### src/rtl/ddc0_cfg_defines.svh
// Register indices, field positions, masks and reset values for DDC 0
`ifndef DDC0_CFG_DEFINES_SVH
`define DDC0_CFG_DEFINES_SVH

// ****************************************************************
// Widths
// ****************************************************************
`define DDC0_ADDR_W          14
`define DDC0_SAMPLE_W        14
`define DDC0_NCO_W           48

// ****************************************************************
// Register indices (byte address is four times the index)
// ****************************************************************
`define DDC0_IDX_SRC_SEL     12'h311
`define DDC0_IDX_FW0         12'h314
`define DDC0_IDX_FW1         12'h315
`define DDC0_IDX_FW2         12'h316
`define DDC0_IDX_FW3         12'h317
`define DDC0_IDX_FW4         12'h318
`define DDC0_IDX_FW5         12'h31A
`define DDC0_IDX_PO0         12'h31D
`define DDC0_IDX_PO1         12'h31E
`define DDC0_IDX_PO2         12'h31F
`define DDC0_IDX_PO3         12'h320
`define DDC0_IDX_PO4         12'h321
`define DDC0_IDX_PO5         12'h322
`define DDC0_IDX_TEST_EN     12'h327

// ****************************************************************
// Fields and writable masks
// ****************************************************************
`define DDC0_BIT_I_SEL       0
`define DDC0_BIT_Q_SEL       2
`define DDC0_BIT_Q_TEST      2
`define DDC0_MASK_SRC_SEL    8'h05
`define DDC0_MASK_TEST_EN    8'h04

// ****************************************************************
// Reset values
// ****************************************************************
`define DDC0_RST_SRC_SEL     8'h00
`define DDC0_RST_BYTE        8'h00
`define DDC0_RST_TEST_EN     8'h00

`endif

### src/rtl/ddc0_cfg_pkg.sv
// Types shared by the DDC 0 configuration block
`include "ddc0_cfg_defines.svh"

package ddc0_cfg_pkg;

	// ****************************************************************
	// Converter samples of the four channels
	// ****************************************************************
	typedef struct packed {
		logic [`DDC0_SAMPLE_W-1:0] a;
		logic [`DDC0_SAMPLE_W-1:0] b;
		logic [`DDC0_SAMPLE_W-1:0] c;
		logic [`DDC0_SAMPLE_W-1:0] d;
	} adc_in_t;

	// ****************************************************************
	// Decoded configuration
	// ****************************************************************
	typedef struct packed {
		logic                   i_sel;
		logic                   q_sel;
		logic                   q_test;
		logic [`DDC0_NCO_W-1:0] freq_word;
		logic [`DDC0_NCO_W-1:0] phase_offset;
	} ddc_cfg_t;

endpackage

### src/rtl/ddc0_nco.sv
// Phase accumulator with phase offset for the DDC 0 oscillator
`timescale 1ns/100ps
`include "ddc0_cfg_defines.svh"

module ddc0_nco
	import ddc0_cfg_pkg::*;
#(
	parameter int NCO_W = `DDC0_NCO_W
) (
	// Clock and reset
	input  wire logic             mclk,
	input  wire logic             rst_n,
	// Configuration and sample strobe
	input  wire logic             sample_en,
	input  wire logic [NCO_W-1:0] freq_word,
	input  wire logic [NCO_W-1:0] phase_offset,
	// Oscillator state
	output logic      [NCO_W-1:0] phase_acc_reg,
	output logic      [NCO_W-1:0] nco_phase_reg
);

	// ****************************************************************
	// Accumulator
	// ****************************************************************
	always_ff @(posedge mclk) begin
		if (!rst_n) begin
			phase_acc_reg <= '0;
		end else if (sample_en) begin
			phase_acc_reg <= phase_acc_reg + freq_word;
		end
	end

	// ****************************************************************
	// Offset phase
	// ****************************************************************
	always_ff @(posedge mclk) begin
		if (!rst_n) begin
			nco_phase_reg <= '0;
		end else if (sample_en) begin
			nco_phase_reg <= phase_acc_reg + phase_offset;
		end
	end

endmodule

### src/rtl/ddc0_sample_route.sv
// Input channel selection and test pattern substitution for DDC 0
`timescale 1ns/100ps
`include "ddc0_cfg_defines.svh"

module ddc0_sample_route
	import ddc0_cfg_pkg::*;
#(
	parameter bit PAIR_CD = 1'b0
) (
	// Clock and reset
	input  wire logic                     mclk,
	input  wire logic                     rst_n,
	// Samples and controls
	input  wire logic                     sample_en,
	input  wire adc_in_t                  adc_in,
	input  wire logic [`DDC0_SAMPLE_W-1:0] test_bd,
	input  wire logic                     i_sel,
	input  wire logic                     q_sel,
	input  wire logic                     q_test,
	// Routed samples
	output logic      [`DDC0_SAMPLE_W-1:0] i_sample_reg,
	output logic      [`DDC0_SAMPLE_W-1:0] q_sample_reg
);

	logic [`DDC0_SAMPLE_W-1:0] q_src;

	always_comb begin
		if (q_sel) begin
			q_src = PAIR_CD ? adc_in.d : adc_in.b;
		end else begin
			q_src = PAIR_CD ? adc_in.c : adc_in.a;
		end
	end

	always_ff @(posedge mclk) begin
		if (!rst_n) begin
			i_sample_reg <= '0;
			q_sample_reg <= '0;
		end else if (sample_en) begin
			i_sample_reg <= i_sel ? adc_in.b : adc_in.a;
			q_sample_reg <= q_test ? test_bd : q_src;
		end
	end

endmodule

### src/rtl/ddc0_cfg.sv
// DDC 0 oscillator and input configuration bank with APB slave
//
// Overview of operation
// - Q select bit picks A/C or B/D
// - I select bit picks channel A or B
// - Frequency word is six bytes, low first
// - Accumulator adds frequency word every sample
// - Six-byte phase offset adds to oscillator phase
// - Q test enable substitutes B/D test pattern
//
// Our own choice: the APB register port.
`timescale 1ns/100ps
`include "ddc0_cfg_defines.svh"

module ddc0_cfg
	import ddc0_cfg_pkg::*;
#(
	parameter bit PAIR_CD = 1'b0
) (
	// Clock and reset
	input  wire logic                      mclk,
	input  wire logic                      rst_n,
	// APB slave
	input  wire logic [`DDC0_ADDR_W-1:0]   paddr,
	input  wire logic                      psel,
	input  wire logic                      penable,
	input  wire logic                      pwrite,
	input  wire logic [31:0]               pwdata,
	input  wire logic [3:0]                pstrb,
	output logic      [31:0]               prdata,
	output logic                           pready,
	output logic                           pslverr,
	// Sample path
	input  wire logic                      sample_en,
	input  wire adc_in_t                   adc_in,
	input  wire logic [`DDC0_SAMPLE_W-1:0] test_bd,
	output logic      [`DDC0_SAMPLE_W-1:0] i_sample,
	output logic      [`DDC0_SAMPLE_W-1:0] q_sample,
	// Oscillator
	output logic      [`DDC0_NCO_W-1:0]    nco_phase,
	output logic      [`DDC0_NCO_W-1:0]    phase_acc
);

	// ****************************************************************
	// Decode helpers
	// ****************************************************************
	function automatic logic [11:0] reg_idx(input logic [`DDC0_ADDR_W-1:0] a);
		reg_idx = a[13:2];
	endfunction

	function automatic logic idx_mapped(input logic [11:0] idx);
		unique case (idx)
			`DDC0_IDX_SRC_SEL, `DDC0_IDX_TEST_EN,
			`DDC0_IDX_FW0, `DDC0_IDX_FW1, `DDC0_IDX_FW2,
			`DDC0_IDX_FW3, `DDC0_IDX_FW4, `DDC0_IDX_FW5,
			`DDC0_IDX_PO0, `DDC0_IDX_PO1, `DDC0_IDX_PO2,
			`DDC0_IDX_PO3, `DDC0_IDX_PO4, `DDC0_IDX_PO5: begin
				idx_mapped = 1'b1;
			end
			default: begin
				idx_mapped = 1'b0;
			end
		endcase
	endfunction

	// ****************************************************************
	// Storage
	// ****************************************************************
	logic [7:0]       src_sel_reg;
	logic [7:0]       test_en_reg;
	logic [7:0]       freq_reg [0:5];
	logic [7:0]       offs_reg [0:5];
	logic [11:0]      acc_idx;
	logic             write_fire;
	logic [31:0]      rd_next;
	ddc_cfg_t         cfg;

	assign acc_idx    = reg_idx(paddr);
	assign write_fire = psel && penable && pready && pwrite && pstrb[0];

	// ****************************************************************
	// APB handshake, one wait state
	// ****************************************************************
	always_ff @(posedge mclk) begin
		if (!rst_n) begin
			pready  <= 1'b0;
			pslverr <= 1'b0;
			prdata  <= 32'h00000000;
		end else if (psel && penable && !pready) begin
			pready  <= 1'b1;
			pslverr <= !idx_mapped(acc_idx);
			prdata  <= pwrite ? 32'h00000000 : rd_next;
		end else begin
			pready  <= 1'b0;
			pslverr <= 1'b0;
			prdata  <= 32'h00000000;
		end
	end

	// ****************************************************************
	// Read mux
	// ****************************************************************
	always_comb begin
		rd_next = 32'h00000000;
		unique case (acc_idx)
			`DDC0_IDX_SRC_SEL: begin
				rd_next[7:0] = src_sel_reg;
			end
			`DDC0_IDX_TEST_EN: begin
				rd_next[7:0] = test_en_reg;
			end
			`DDC0_IDX_FW0: begin
				rd_next[7:0] = freq_reg[0];
			end
			`DDC0_IDX_FW1: begin
				rd_next[7:0] = freq_reg[1];
			end
			`DDC0_IDX_FW2: begin
				rd_next[7:0] = freq_reg[2];
			end
			`DDC0_IDX_FW3: begin
				rd_next[7:0] = freq_reg[3];
			end
			`DDC0_IDX_FW4: begin
				rd_next[7:0] = freq_reg[4];
			end
			`DDC0_IDX_FW5: begin
				rd_next[7:0] = freq_reg[5];
			end
			`DDC0_IDX_PO0: begin
				rd_next[7:0] = offs_reg[0];
			end
			`DDC0_IDX_PO1: begin
				rd_next[7:0] = offs_reg[1];
			end
			`DDC0_IDX_PO2: begin
				rd_next[7:0] = offs_reg[2];
			end
			`DDC0_IDX_PO3: begin
				rd_next[7:0] = offs_reg[3];
			end
			`DDC0_IDX_PO4: begin
				rd_next[7:0] = offs_reg[4];
			end
			`DDC0_IDX_PO5: begin
				rd_next[7:0] = offs_reg[5];
			end
			default: begin
				rd_next = 32'h00000000;
			end
		endcase
	end

	// ****************************************************************
	// Select and test registers
	// ****************************************************************
	always_ff @(posedge mclk) begin
		if (!rst_n) begin
			src_sel_reg <= `DDC0_RST_SRC_SEL;
			test_en_reg <= `DDC0_RST_TEST_EN;
		end else if (write_fire) begin
			if (acc_idx == `DDC0_IDX_SRC_SEL) begin
				src_sel_reg <= pwdata[7:0] & `DDC0_MASK_SRC_SEL;
			end
			if (acc_idx == `DDC0_IDX_TEST_EN) begin
				test_en_reg <= pwdata[7:0] & `DDC0_MASK_TEST_EN;
			end
		end
	end

	// ****************************************************************
	// Frequency word and phase offset bytes
	// ****************************************************************
	always_ff @(posedge mclk) begin
		if (!rst_n) begin
			for (int k = 0; k < 6; k++) begin
				freq_reg[k] <= `DDC0_RST_BYTE;
				offs_reg[k] <= `DDC0_RST_BYTE;
			end
		end else if (write_fire) begin
			unique case (acc_idx)
				`DDC0_IDX_FW0: freq_reg[0] <= pwdata[7:0];
				`DDC0_IDX_FW1: freq_reg[1] <= pwdata[7:0];
				`DDC0_IDX_FW2: freq_reg[2] <= pwdata[7:0];
				`DDC0_IDX_FW3: freq_reg[3] <= pwdata[7:0];
				`DDC0_IDX_FW4: freq_reg[4] <= pwdata[7:0];
				`DDC0_IDX_FW5: freq_reg[5] <= pwdata[7:0];
				`DDC0_IDX_PO0: offs_reg[0] <= pwdata[7:0];
				`DDC0_IDX_PO1: offs_reg[1] <= pwdata[7:0];
				`DDC0_IDX_PO2: offs_reg[2] <= pwdata[7:0];
				`DDC0_IDX_PO3: offs_reg[3] <= pwdata[7:0];
				`DDC0_IDX_PO4: offs_reg[4] <= pwdata[7:0];
				`DDC0_IDX_PO5: offs_reg[5] <= pwdata[7:0];
				default: begin
				end
			endcase
		end
	end

	// ****************************************************************
	// Configuration bundle
	// ****************************************************************
	always_comb begin
		cfg.i_sel        = src_sel_reg[`DDC0_BIT_I_SEL];
		cfg.q_sel        = src_sel_reg[`DDC0_BIT_Q_SEL];
		cfg.q_test       = test_en_reg[`DDC0_BIT_Q_TEST];
		cfg.freq_word    = {freq_reg[5], freq_reg[4], freq_reg[3],
		                    freq_reg[2], freq_reg[1], freq_reg[0]};
		cfg.phase_offset = {offs_reg[5], offs_reg[4], offs_reg[3],
		                    offs_reg[2], offs_reg[1], offs_reg[0]};
	end

	// ****************************************************************
	// Oscillator and routing
	// ****************************************************************
	ddc0_nco #(
		.NCO_W         (`DDC0_NCO_W)
	) ddc0_nco_inst (
		.mclk          (mclk),
		.rst_n         (rst_n),
		.sample_en     (sample_en),
		.freq_word     (cfg.freq_word),
		.phase_offset  (cfg.phase_offset),
		.phase_acc_reg (phase_acc),
		.nco_phase_reg (nco_phase)
	);

	ddc0_sample_route #(
		.PAIR_CD      (PAIR_CD)
	) ddc0_sample_route_inst (
		.mclk         (mclk),
		.rst_n        (rst_n),
		.sample_en    (sample_en),
		.adc_in       (adc_in),
		.test_bd      (test_bd),
		.i_sel        (cfg.i_sel),
		.q_sel        (cfg.q_sel),
		.q_test       (cfg.q_test),
		.i_sample_reg (i_sample),
		.q_sample_reg (q_sample)
	);

	logic [`DDC0_SAMPLE_W-1:0] q_expect;
	logic [`DDC0_SAMPLE_W-1:0] i_expect;

	always_comb begin
		if (cfg.q_sel) begin
			q_expect = PAIR_CD ? adc_in.d : adc_in.b;
		end else begin
			q_expect = PAIR_CD ? adc_in.c : adc_in.a;
		end
		i_expect = cfg.i_sel ? adc_in.b : adc_in.a;
	end
endmodule

### config.mk
export PLATFORM = sky130hd
export DESIGN_NAME = ddc0_cfg
export DESIGN_NICKNAME = d
export VERILOG_FILES = /design/src/rtl/ddc0_cfg_pkg.sv /design/src/rtl/ddc0_nco.sv /design/src/rtl/ddc0_sample_route.sv /design/src/rtl/ddc0_cfg.sv
export VERILOG_INCLUDE_DIRS = /design/src /design/src/rtl
export SDC_FILE = /design/constraint.sdc
export NUM_CORES = 1
export LEC_CHECK = 0
export BUFFER_PORTS_ARGS = -buffer_cell sky130_fd_sc_hd__buf_2
export CAP_MARGIN = 20
export CORE_UTILIZATION = 35
export DETAILED_ROUTE_END_ITERATION = 8
export GPL_TIMING_DRIVEN = 0
export REMOVE_ABC_BUFFERS = 1
export SYNTH_ARGS = -nofsm -noshare
export SYNTH_HDL_FRONTEND = slang
export SYNTH_SLANG_ARGS = --single-unit
### constraint.sdc
create_clock -name mclk -period 3.52 [get_ports mclk]
set_clock_uncertainty 0.15 [all_clocks]
set_input_delay 0.176 -clock mclk [delete_from_list [all_inputs] [get_ports mclk]]
set_output_delay 0.176 -clock mclk [all_outputs]
set_load 0.02 [all_outputs]
After elaboration in Yosys (flattened, before gate mapping)
Memories as Yosys holds them, arrays and structs flattened.
Index checks and enable logic that the tools add are counted.
{"block": "word_totals", "ramBits": 96, "ff_bits": 161, "output_inout_bits": 158, "wordCells": 123, "input_bits": 126, "mem_count": 2}
{"memory": "freq_reg", "words": 6, "width": 8, "read_ports": 6, "rd_ports_with_merged_regs": 0, "write_ports": 6, "line_no": "ddc0_cfg.sv:71", "text": "logic [7:0] freq_reg [0:5];"}
{"memory": "offs_reg", "words": 6, "width": 8, "read_ports": 6, "rd_ports_with_merged_regs": 0, "write_ports": 6, "line_no": "ddc0_cfg.sv:72", "text": "logic [7:0] offs_reg [0:5];"}
{"block": "classes", "eq_ne": 14, "n_bitwise": 14, "n_mux": 69, "n_addsub": 2, "reduce_logical": 12}
{"cell": "equality test 12 x 10 -> 1 bit, second input constant", "count": 14}
{"cell": "one-hot mux 8 bit (14 select lines)", "count": 1}
{"cell": "adder 48 bit", "count": 2}
{"cell": "two-way mux 8 bit", "count": 12}
{"cell": "two-way mux 1 bit", "count": 53}
{"cell": "two-way mux 14 bit", "count": 3}
{"cell": "OR reduction 14 bit", "count": 1}
{"cell": "OR 1 bit", "count": 12}
{"cell": "AND reduction 2 bit", "count": 3}
{"cell": "logical AND 1 bit", "count": 5}
{"cell": "OR reduction 3 bit", "count": 1}
{"cell": "zero test 1 bit", "count": 2}
{"cell": "inverter 1 bit", "count": 2}

Depth between registers and ports, before layout
Gate-level depths: netlist of run 1.
{"block": "logic_depth", "word_depth": 8, "depth_mapped": 13, "ltp_nobuf": 13}

Cells and area by module
Synthesis of run 1 repeated with hierarchy kept, for this count alone.
{"block": "hier_totals", "cells_unflattened": 1620, "hier_area_um2": 15049.4}
{"mod": "ddc0_nco", "area_per_inst_um2": 8172.8, "cells_per_inst": 999, "instances": 1, "seq_area_each_um2": 1921.8}
{"mod": "ddc0_cfg", "area_per_inst_um2": 5464.0, "cells_per_inst": 477, "instances": 1, "seq_area_each_um2": 3143.0}
{"mod": "ddc0_sample_route", "area_per_inst_um2": 1412.6, "cells_per_inst": 144, "instances": 1, "seq_area_each_um2": 560.5}

Least setup slack after synthesis of run 1
No wires, ideal clock.
{"block": "synth_path", "kind": "register to register", "from": "register ddc0_nco_inst.phase_acc_reg[0]", "to": "register ddc0_nco_inst.phase_acc_reg[42]", "synth_period_minus_slack_ps": 3300, "stages_incl_launch_ff": 14, "slack_ps": 220, "required_ps": 3243, "arrival_ps": 3023, "setup_ps": 127, "path_buffers": 0, "path_cell_list": "dfxtp_1 > ha_1 > inv_1 > fa_1 > and2b_1 > o2111ai_1 > nand2_2 > a31oi_4 > o21ai_2 > a31o_4 > a31oi_4 > o21ba_4 > o311a_1 > or3_1"}
{"block": "synth_between", "elab_chain_cells": 1}
{"item": "start, declared", "line_no": "ddc0_nco.sv:18", "text": "output logic [NCO_W-1:0] phase_acc_reg,"}
{"item": "start signal, assigned", "line_no": "ddc0_nco.sv:29", "text": "phase_acc_reg <= phase_acc_reg + freq_word;"}
{"item": "adder 48 bit", "line_no": "ddc0_nco.sv:29"}
Every way passes these cells.
A chain may end at the register's enable or synchronous reset.

==> results of run 1 <==
[Yosys cell counts, types with 10 or more instances]
library cell / number
dfxtp_1: 137
nand2_1: 121
and2_1: 105
a21oi_1: 99
mux2i_1: 99
edfxtp_1: 96
ha_1: 94
o21ai_0: 89
nor2_1: 87
nor2b_1: 86
clkbuf_1: 62
a21o_1: 57
xnor2_1: 46
nand3_1: 44
nand4_1: 33
inv_1: 31
buf_4: 24
xor2_1: 24
o211a_1: 23
a22oi_1: 17
o211ai_1: 17
nor3_1: 14
o21bai_1: 14
a31oi_1: 13
a221oi_1: 12
buf_1: 12
o21a_1: 12
a211oi_1: 11
and3_1: 11
nand3b_1: 10
[cell usage in the layout, fill, tap and decap left out, drive strengths merged, types with 46 or more instances in the layout]
cell / count
a21o: 59
o21ai: 97
mux2i: 99
dlygate4sd3: 65
nand3: 46
nor2: 87
edfxtp: 96
dfxtp: 137
a21oi: 101
nand2: 122
xnor2: 46
buf: 235
ha: 94
nor2b: 86
and2: 105
[through the flow]
stage	hold slack [ps]	setup TNS (ps)	worst slack [ps]
after floorplan	115	0	220
after global placement	308	-247000	-2740
after detailed placement	314	-1350	-265
after CTS	0.986	-115	-115
after global routing	8.13	-6.34	-6.34
final	11.9	0	104
[cell families after synthesis]
logic type	count (synthesis)	synth area share (%)
buffers and inverters	139	4.30
adder cells (fa/ha/maj)	96	7.99
multiplexers	99	6.51
AND/OR/NAND/NOR	562	19.8
XOR/XNOR	70	4.03
other	1	0.0246
flip-flops	233	37.0
AO/OA/AOI/OAI	444	20.4
[area by class of cell]
class	count	share of cell area, %
clock buffer	35	4.25
timing repair buffer	304	10.6
tap	585	3.93
inverter	31	0.625
clock inverter	19	0.867
sequential	233	30.2
multi-input combinational	1295	49.5
[report_power, final]
| group | switching [mW] | internal [mW] | total [mW] |
|---|---|---|---|
| Sequential | 0.157 | 2.96 | 3.12 |
| Combinational | 0.933 | 0.629 | 1.56 |
| Clock | 1.25 | 1.75 | 3.00 |
[worst max path at each step]
| stage | from | to |
|---|---|---|
| global route | offs_reg[0][0] | ddc0_nco_inst.nco_phase_reg[40] |
| floorplan | ddc0_nco_inst.phase_acc_reg[0] | ddc0_nco_inst.phase_acc_reg[42] |
| detailed placement | offs_reg[0][0] | ddc0_nco_inst.nco_phase_reg[40] |
| finish | offs_reg[0][15] | ddc0_nco_inst.nco_phase_reg[38] |
| CTS | offs_reg[0][0] | ddc0_nco_inst.nco_phase_reg[40] |
| global placement | sample_en | ddc0_nco_inst.nco_phase_reg[47] |
[repair_timing]
| item | CTS | global route |
|---|---|---|
| hold buffers | 65 | 0 |
| pin swaps | 10 | 14 |
| endpoints found under the setup margin | 14 | 17 |
| endpoints found under the hold margin | 112 | 0 |
| setup buffers | 13 | 13 |
| resized for setup | 12 | 33 |
[critical path: stages, from the launching register on]
cell and delay (ps):
edfxtp_1 530, ha_4 370, nand4_1 200, nor4_4 340, o2111ai_1 210, o21a_2 220
nand3_4 130, a21oi_4 90, buf_4 160, o31ai_4 290, a21boi_2 120, and4_1 210
a311o_1 260
[metal layers]
metal  global-route usage [%]  vias up  wire length (um)
li1                         -     6530                 -
met1                     28.6     6543             21700
met2                     34.5      494             22400
met3                     3.32       93              3530
met4                     8.27        0              1710
met5                        0        -                 0
==> qor.yml, run 1 <==
cts_tree: "built"
io_pins: 284
area_growth_pct: 22.3
yosys_warnings: 0
tightest_slew_ps: 1170
final_core_util_pct: 43.3
coreArea_um2: 43000
clkLatencyLatePin_ps: 580
worst-r2r-cell-count: 12
p_total_mw: 7.68
dp_cells: 2348
cts.clk_slew.worst_paths_ps: 60
port_buffers: 202
dieArea_um2: 44300
synth_top_area_cell: "edfxtp_1"
diodes: 0
wire_per_inst_um: 19.7
fp.dieH_um: 211
synth_cells: 1644
vias: 13660
syn-cell-area_um2: 15200
holdPathEnd: "ddc0_nco_inst.nco_phase_reg[2]"
drc_errors: 0
grt_pass1_vias: 13068
fillCellCount: 4283
dp.final_hpwl_um: 36000
grt_pass1_wl_um: 73700
grt_use_total_pct: 21.4
setup_violations: 0
antenna_found_initial: 0
cts_buffer_depth: 3
globalRoute.totalOverflow: 0
drtIter0Drc: 1060
drive_gt1_share_pct: 18.5
whs_path_depth: 3
postRouteAntennaNets: 0
drv_cap: 0
cp.arrival_ps: 3720
layout_min_cycle_time_ps: 3420
slew_viol_final: 0
status: "complete, no violations"
initial_core_util_pct: 35.4
vias_per_cell: 5.46
synth_edf_count: 96
place_congestion: 0.960
multi_input_area_um2: 9220
synth-seq-cells: 233
hp-class: "primary input to flip-flop"
syn_area_per_cell_um2: 9.26
cts_buffers: 29
ys.flop_type: "dfxtp_1"
end_kind: "flip-flop"
cts_root_buffer: "clkbuf_16"
rrSetupSlack_ps: 100
drt_pass1_iterations: 5
cts_num_sinks: 233
fp.dieW_um: 211
max_freq_mhz: 293
p_leak_nw: 8.22
max_slew_margin_pct: 21.6
reg2reg_from: "offs_reg[0][15]"
cp-start-kind: "flip-flop"
seqCellArea_um2: 5630
synth_area_leaders: "edfxtp_1 (19%), dfxtp_1 (18%), ha_1 (7.7%)"
grt_start_max_net_pins: 101
h-tree-depth: 1
min_from: "sample_en"
async_flop_share_pct: 0
rows: 76
finish.instance_area_um2: 18600
yosysTopAreaCellShare_pct: 18.9
path_max_fanout: 6
synth_cell_types: 89
pwr_density_cell_nw_per_um2: 413
nets: 2116
placed_cell_area_um2: 16600
irDropWorstVdd_v: 0.000383
required_ps: 3820
wl_um: 49300
layoutNonFillerInstCount: 2502
fin_crit_sh_pct: 97.0
worstSetupPathType: "flip-flop to flip-flop"
hold_viol: 0
r2r_end: "ddc0_nco_inst.nco_phase_reg[38]"
synth-seq-area-share_pct: 37.0
(Power assumes the default switching activity.)
==> run 2, diff against run 1 <==
--- a/config.mk
+++ b/config.mk
@@ -6,6 +6,7 @@
 export SDC_FILE = /design/constraint.sdc
 export NUM_CORES = 1
 export LEC_CHECK = 0
+export ABC_AREA = 1
 export BUFFER_PORTS_ARGS = -buffer_cell sky130_fd_sc_hd__buf_2
 export CAP_MARGIN = 20
 export CORE_UTILIZATION = 35
==> run 2 against run 1 <==
Net effect: sequential power about the same; area after synthesis rose by 20%; maximum frequency up 14%; hold slack improved by 30 ps; sequential share of layout area is 4.2 points lower; utilization decreased by 1.3 points; critical endpoint is now ddc0_sample_route_inst.q_sample_reg[10].
==> qor.yml, run 2 <==
final_core_util_pct: 42.0  # -1.3 points
crit_chain: "dlygate4sd3_1, buf_6, buf_16, clkinv_2, buf_12, a21oi_1, a21oi_1, dlygate4sd3_1"
pre_cts_slack_ps: 297  # +563 ps
finalSetupTns_ps: 0  # unchanged
cp-start-kind: "primary input"
area_growth_pct: 18.1
cts_buffers: 28  # -3.4%
fp.dieW_um: 231  # +9.6%
io_pins: 284  # unchanged
cts_setup_buffers: 0  # -13
rsz0062_at_grt: "false"
place_congestion: 0.964  # +0.42%
yosysTopAreaCellShare_pct: 19.3  # +0.35 points
synth_top_area_cell: "nand2_1"
coreArea_um2: 51500  # +20%
final_common_cell: "nand2_1"
clkLatencyLatePin_ps: 570  # about the same
rows: 83  # +9.2%
pwr-share-clk_pct: 39.2  # about the same
wl_um: 66000  # +34%
fp.dieH_um: 231  # +9.6%
synth_cells: 3035  # +85%
synth_common_cells: "nand2_1 (941), inv_1 (583), nor2_1 (498), nand3_1 (184), dfxtp_1 (137)"
h-tree-depth: 1  # unchanged
p_int_mw: 5.53  # +3.5%
initial_core_util_pct: 35.6  # +0.14 points
fin_crit_sh_pct: 85.1  # -12 points
path_max_fanout: 109  # +103
cp.arrival_ps: 3300  # -420 ps
drive_gt1_share_pct: 9.45  # -9.1 points
wire_per_inst_um: 16.6  # -16%
yosysMostFrequentCell: "nand2_1"
synth-seq-area-share_pct: 30.7  # -6.2 points
synth_edf_count: 96  # unchanged
p_total_mw: 8.18  # +6.5%
irDropWorstVdd_v: 0.000307  # -20%
grt_start_max_net_pins: 110  # +8.9%
yosys_warnings: 0  # unchanged
mostFrequentLayoutCells: "nand2_1 (941), inv_1 (583), nor2_1 (498)"
status: "complete, no violations"
cts.clk_slew.worst_paths_ps: 60  # about the same
pwr_density_cell_nw_per_um2: 378  # -8.3%
whs_ps: 42.2  # +30.3 ps
nets: 3500  # +65%
switching_power_mw: 2.65  # +13%
globalRoute.totalOverflow: 0  # unchanged
async_flop_share_pct: 0  # unchanged
critPathSlowestCell: "clkinv_2"
grt_use_total_pct: 24.5  # +3.2 points
drtIter0Drc: 1702  # +61%
synth_cell_types: 39  # -56%
port_buffers: 202  # unchanged
grt_pass1_wl_um: 100000  # +36%
required_ps: 3830  # about the same
cpPeakStageDelay_ps: 580  # +50 ps
combPwrFrac_pct: 22.3  # +2.0 points
worstSetupPathType: "primary input to flip-flop"
max_freq_mhz: 334  # +14%
hold_viol: 0  # unchanged
drc_errors: 0  # unchanged
postRouteAntennaNets: 0  # unchanged
seq_power_share_pct: 38.5  # -2.1 points
synth-seq-cells: 233  # unchanged
p_leak_nw: 12.1  # +47%
setup_violations: 0  # unchanged
cts_buffer_depth: 3  # unchanged
dp.final_hpwl_um: 52600  # +46%
vias: 19000  # +39%
max_slew_margin_pct: 41.9  # +20 points
slew_viol_final: 0  # unchanged
drt_pass1_iterations: 6  # +1
cts_tree: "built"
syn_area_per_cell_um2: 6.03  # -35%
cts_root_buffer: "clkbuf_16"
layout_min_cycle_time_ps: 3000  # -421 ps
worst-r2r-cell-count: 15  # +3
vias_per_cell: 4.77  # -13%
worst-path-buf-inv: 6  # +5
switching_share_pct: 32.4  # +1.9 points
hp-class: "primary input to flip-flop"
tightest_slew_ps: 871  # -303 ps
syn-cell-area_um2: 18300  # +20%
drv_cap: 0  # unchanged
dieArea_um2: 53200  # +20%
grt_pass1_vias: 17403  # +33%
cts_num_sinks: 233  # unchanged
end_kind: "flip-flop"
ys.flop_type: "dfxtp_1"
cp.depth: 8  # -4
fin_ws_ps: 525  # +421 ps
crit_family: "buffers and inverters"
whs_path_depth: 4  # +1
synth_area_leaders: "nand2_1 (19%), edfxtp_1 (16%), dfxtp_1 (15%)"
antenna_found_initial: 4  # +4
## run 2: area by class of cell
cell class / instances / area [um^2]
Sequential cell: 233 / 5630
Timing Repair Buffer: 279 / 1800
Antenna cell: 2 / 5.00
Tap cell: 680 / 851
Clock buffer: 35 / 788
Multi-Input combinational cell: 2144 / 10100
Fill cell: 5685 / 29900
Inverter: 592 / 2230
Clock inverter: 17 / 223
## run 2: kinds of logic (layout without fill, tap and decap cells)
group | Yosys count | after routing | synth area share [%]
other | 1 | 26 | 0.0205
DFF | 233 | 233 | 30.7
adders and majority gates | 96 | 96 | 6.64
xor gates and xnor gates | 48 | 48 | 2.30
buffers and inverters | 681 | 923 | 14.5
AOI/OAI and AO/OA | 242 | 242 | 7.14
and+or+nand+nor | 1734 | 1734 | 38.6
## run 2: worst register-to-register path, stage by stage (launching register included)
cell and delay [ps]:
dfxtp_1 380, ha_1 270, inv_1 80, fa_1 410, inv_1 130, nand3_1 80
nand3_1 200, nand2_1 80, nand2_1 150, nand2_1 70, nand3_1 210, nand2_1 120
nand3_1 90, nand3_1 120, nand2_1 100, inv_1 40
## run 2: through the flow
step                area [um^2]  cells
finish                    21600   3982
global route              21600   3981
CTS                       21600   3969
detailed placement        19900   3855
global placement          19800   3851
floorplan                 18000   2969
## run 2: worst paths after layout
path	startpoint	slack, ps	to
setup / recovery	sample_en	520	ddc0_sample_route_inst.q_sample_reg[10]
hold / removal	paddr[5]	40	offs_reg[0][29]
setup reg to reg	ddc0_nco_inst.phase_acc_reg[0]	760	ddc0_nco_inst.phase_acc_reg[32]
hold reg to reg	pready	330	pready
## run 2: what timing repair did
item | CTS | global route
resized for setup | 0 | 0
endpoints found under the hold margin | 47 | 0
hold buffers | 62 | 0
## run 2: power groups by stage
stage                     clock network, mW  logic, mW  registers [mW]
after global routing                   3.38       2.04            3.17
after CTS                              3.26       1.81            3.16
after floorplan                           0       1.01            3.27
after detailed placement                  0       1.75            3.22
final                                  3.21       1.82            3.15
after global placement                    0       1.74            3.22
## run 2: layer usage
metal	wire length (um)	GRT usage, %	vias up
li1	-	-	9772
met1	28200	32.4	8336
met2	28700	39.0	797
met3	6990	6.32	91
met4	2020	7.51	4
met5	23	0	-
==> run 3, diff against run 2 <==
--- a/config.mk
+++ b/config.mk
@@ -9,9 +9,10 @@
 export ABC_AREA = 1
 export BUFFER_PORTS_ARGS = -buffer_cell sky130_fd_sc_hd__buf_2
 export CAP_MARGIN = 20
-export CORE_UTILIZATION = 35
+export CORE_UTILIZATION = 59
 export DETAILED_ROUTE_END_ITERATION = 8
 export GPL_TIMING_DRIVEN = 0
+export PLACE_DENSITY = 0.82
 export REMOVE_ABC_BUFFERS = 1
 export SYNTH_ARGS = -nofsm -noshare
 export SYNTH_HDL_FRONTEND = slang
==> run 3 against run 2 <==
Net effect: cell area decreased by 1.9%; utilization increased by 27 points; flip-flop and latch count unchanged; combinational power increased by 3%.
==> qor.yml, run 3 (synthesis gave the netlist of run 2 again) <==
p_int_mw: 5.51  # -0.39%
rrSetupSlack_ps: 650  # -110 ps
max_freq_mhz: 342  # +2.4%
slew_viol_final: 0  # unchanged
fin_ws_ps: 594  # +69.7 ps
postRouteAntennaNets: 0  # unchanged
h-tree-depth: 1  # unchanged
grt_pass1_wl_um: 103000  # +2.2%
io_pins: 284  # unchanged
drc_errors: 0  # unchanged
pwr_density_cell_nw_per_um2: 387  # +2.2%
min_from: "sample_en"
area_growth_pct: 15.8
drt_pass1_iterations: 8  # +2
worstSetupPathType: "primary input to flip-flop"
vias_per_cell: 5.57  # +17%
switching_share_pct: 32.8  # +0.41 points
final_core_util_pct: 69.3  # +27 points
hp-class: "primary input to flip-flop"
cpPeakStageDelay_ps: 840  # +260 ps
worst-r2r-cell-count: 4  # -11
switching_power_mw: 2.69  # +1.5%
layout_min_cycle_time_ps: 2930  # -69.7 ps
final_common_cell: "nand2_1"
end_kind: "flip-flop"
globalRoute.totalOverflow: 0  # unchanged
cts_buffers: 27  # -3.6%
nets: 3496  # -0.11%
whs_path_depth: 2  # -2
clkLatencyLatePin_ps: 560  # about the same
dp.final_hpwl_um: 50500  # -4.0%
holdPathEnd: "ddc0_nco_inst.phase_acc_reg[1]"
fillCellCount: 2717  # -52%
cts_root_buffer: "clkbuf_16"
cts_buffer_depth: 3  # unchanged
crit_chain: "buf_6, buf_16, clkinv_2, a21oi_1, a21oi_1, dlygate4sd3_1"
coreArea_um2: 30600  # -41%
max_slew_margin_pct: 31.0  # -11 points
hold_viol: 0  # unchanged
fp.dieW_um: 178  # -23%
required_ps: 3810  # -20 ps
grt_start_max_net_pins: 103  # -6.4%
drive_gt1_share_pct: 9.35  # -0.10 points
antenna_found_initial: 1  # -3
mostFrequentLayoutCells: "nand2_1 (941), inv_1 (583), nor2_1 (498)"
setup_violations: 0  # unchanged
reg2reg_from: "pready"
cts.clk_slew.worst_paths_ps: 60  # about the same
path_max_fanout: 102  # -6.4%
drtIter0Drc: 2423  # +42%
drv_cap: 0  # unchanged
combPwrFrac_pct: 22.8  # +0.5 points
grt_use_total_pct: 42.7  # +18 points
vias: 20563  # +8.2%
dieArea_um2: 31700  # -40%
p_total_mw: 8.20  # +0.22%
wl_um: 68400  # +3.8%
rsz0062_at_grt: "false"
grt_pass1_vias: 18665  # +7.3%
cts_num_sinks: 233  # unchanged
fin_crit_sh_pct: 83.1  # -2.0 points
status: "complete, no violations"
critPathSlowestCell: "clkinv_2"
r2r_end: "offs_reg[0][9]"
rows: 64  # -23%
fp.dieH_um: 178  # -23%
cp.arrival_ps: 3210  # -90 ps
irDropWorstVdd_v: 0.000375  # +22%
crit_top_cell: "a21oi_1"
initial_core_util_pct: 59.9  # +24 points
place_congestion: 1.03  # +6.5%
seq_power_share_pct: 38.6  # about the same
port_buffers: 202  # unchanged
cts_tree: "built"
pre_cts_slack_ps: 357  # +59.3 ps
p_leak_nw: 12.1  # -0.22%
tightest_slew_ps: 1020  # +153 ps
wire_per_inst_um: 18.5  # +12%
pwr-share-clk_pct: 38.7  # -0.5 points
cp-start-kind: "primary input"
cts_setup_buffers: 0  # unchanged
-- run 3: power by group through the flow --
stage / clock, mW / combinational (mW) / sequential (mW)
finish: 3.17 / 1.87 / 3.16
global route: 3.24 / 2.05 / 3.17
CTS: 3.15 / 1.79 / 3.15
detailed placement: 0 / 1.72 / 3.20
global placement: 0 / 1.70 / 3.20
floorplan: 0 / 1.01 / 3.27
-- run 3: layout make-up --
class	instances	area [um^2]	share of cell area, %
sequential	233	5630	26.5
tap	396	495	2.34
clock inverter	13	210	0.991
multi-input combinational	2144	10100	47.7
antenna	1	2.50	0.0118
inverter	592	2230	10.5
clock buffer	36	782	3.69
timing repair buffer	276	1760	8.28
-- run 3: what timing repair did --
action | CTS | global route
gates resized for setup | 0 | 0
endpoints found under the hold margin | 39 | 0
hold buffers | 61 | 0
-- run 3: through the flow --
step           cells  setup TNS (ps)  hold WS (ps)  instance area (um^2)
3_3_place_gp    3567         -164750           298                 19500
3_5_place_dp    3570               0           304                 19500
4_1_cts         3680               0          19.3                 21100
2_1_floorplan   2969               0           115                 18000
6_report        3691               0          19.4                 21200
5_1_grt         3690               0          68.2                 21200
-- run 3: worst max-delay path by stage --
stage                     slack, ps                                       to                      startpoint  cells past startpoint
final                           590   ddc0_sample_route_inst.q_sample_reg[3]                       sample_en                      6
after global routing            480   ddc0_sample_route_inst.q_sample_reg[3]                       sample_en                      6
after CTS                       780          ddc0_nco_inst.phase_acc_reg[40]  ddc0_nco_inst.phase_acc_reg[0]                     15
after detailed placement        360                           freq_reg[0][5]                       paddr[13]                      6
after global placement        -2630  ddc0_sample_route_inst.q_sample_reg[12]                       sample_en                      4
after floorplan                1130                           freq_reg[0][0]                       paddr[13]                      5
-- run 3: critical path, delay by kind of cell --
family / cells / cell delay, ps
compound gates: 2 / 650
buf+inv: 4 / 2260
-- run 3: per-layer routing --
layer | up-vias | GRT usage [%] | wire, um
li1 | 9746 | - | -
met1 | 9266 | 56.0 | 27500
met2 | 1316 | 64.9 | 28300
met3 | 235 | 11.8 | 9050
met4 | 0 | 19.5 | 3570
met5 | - | 0 | 0
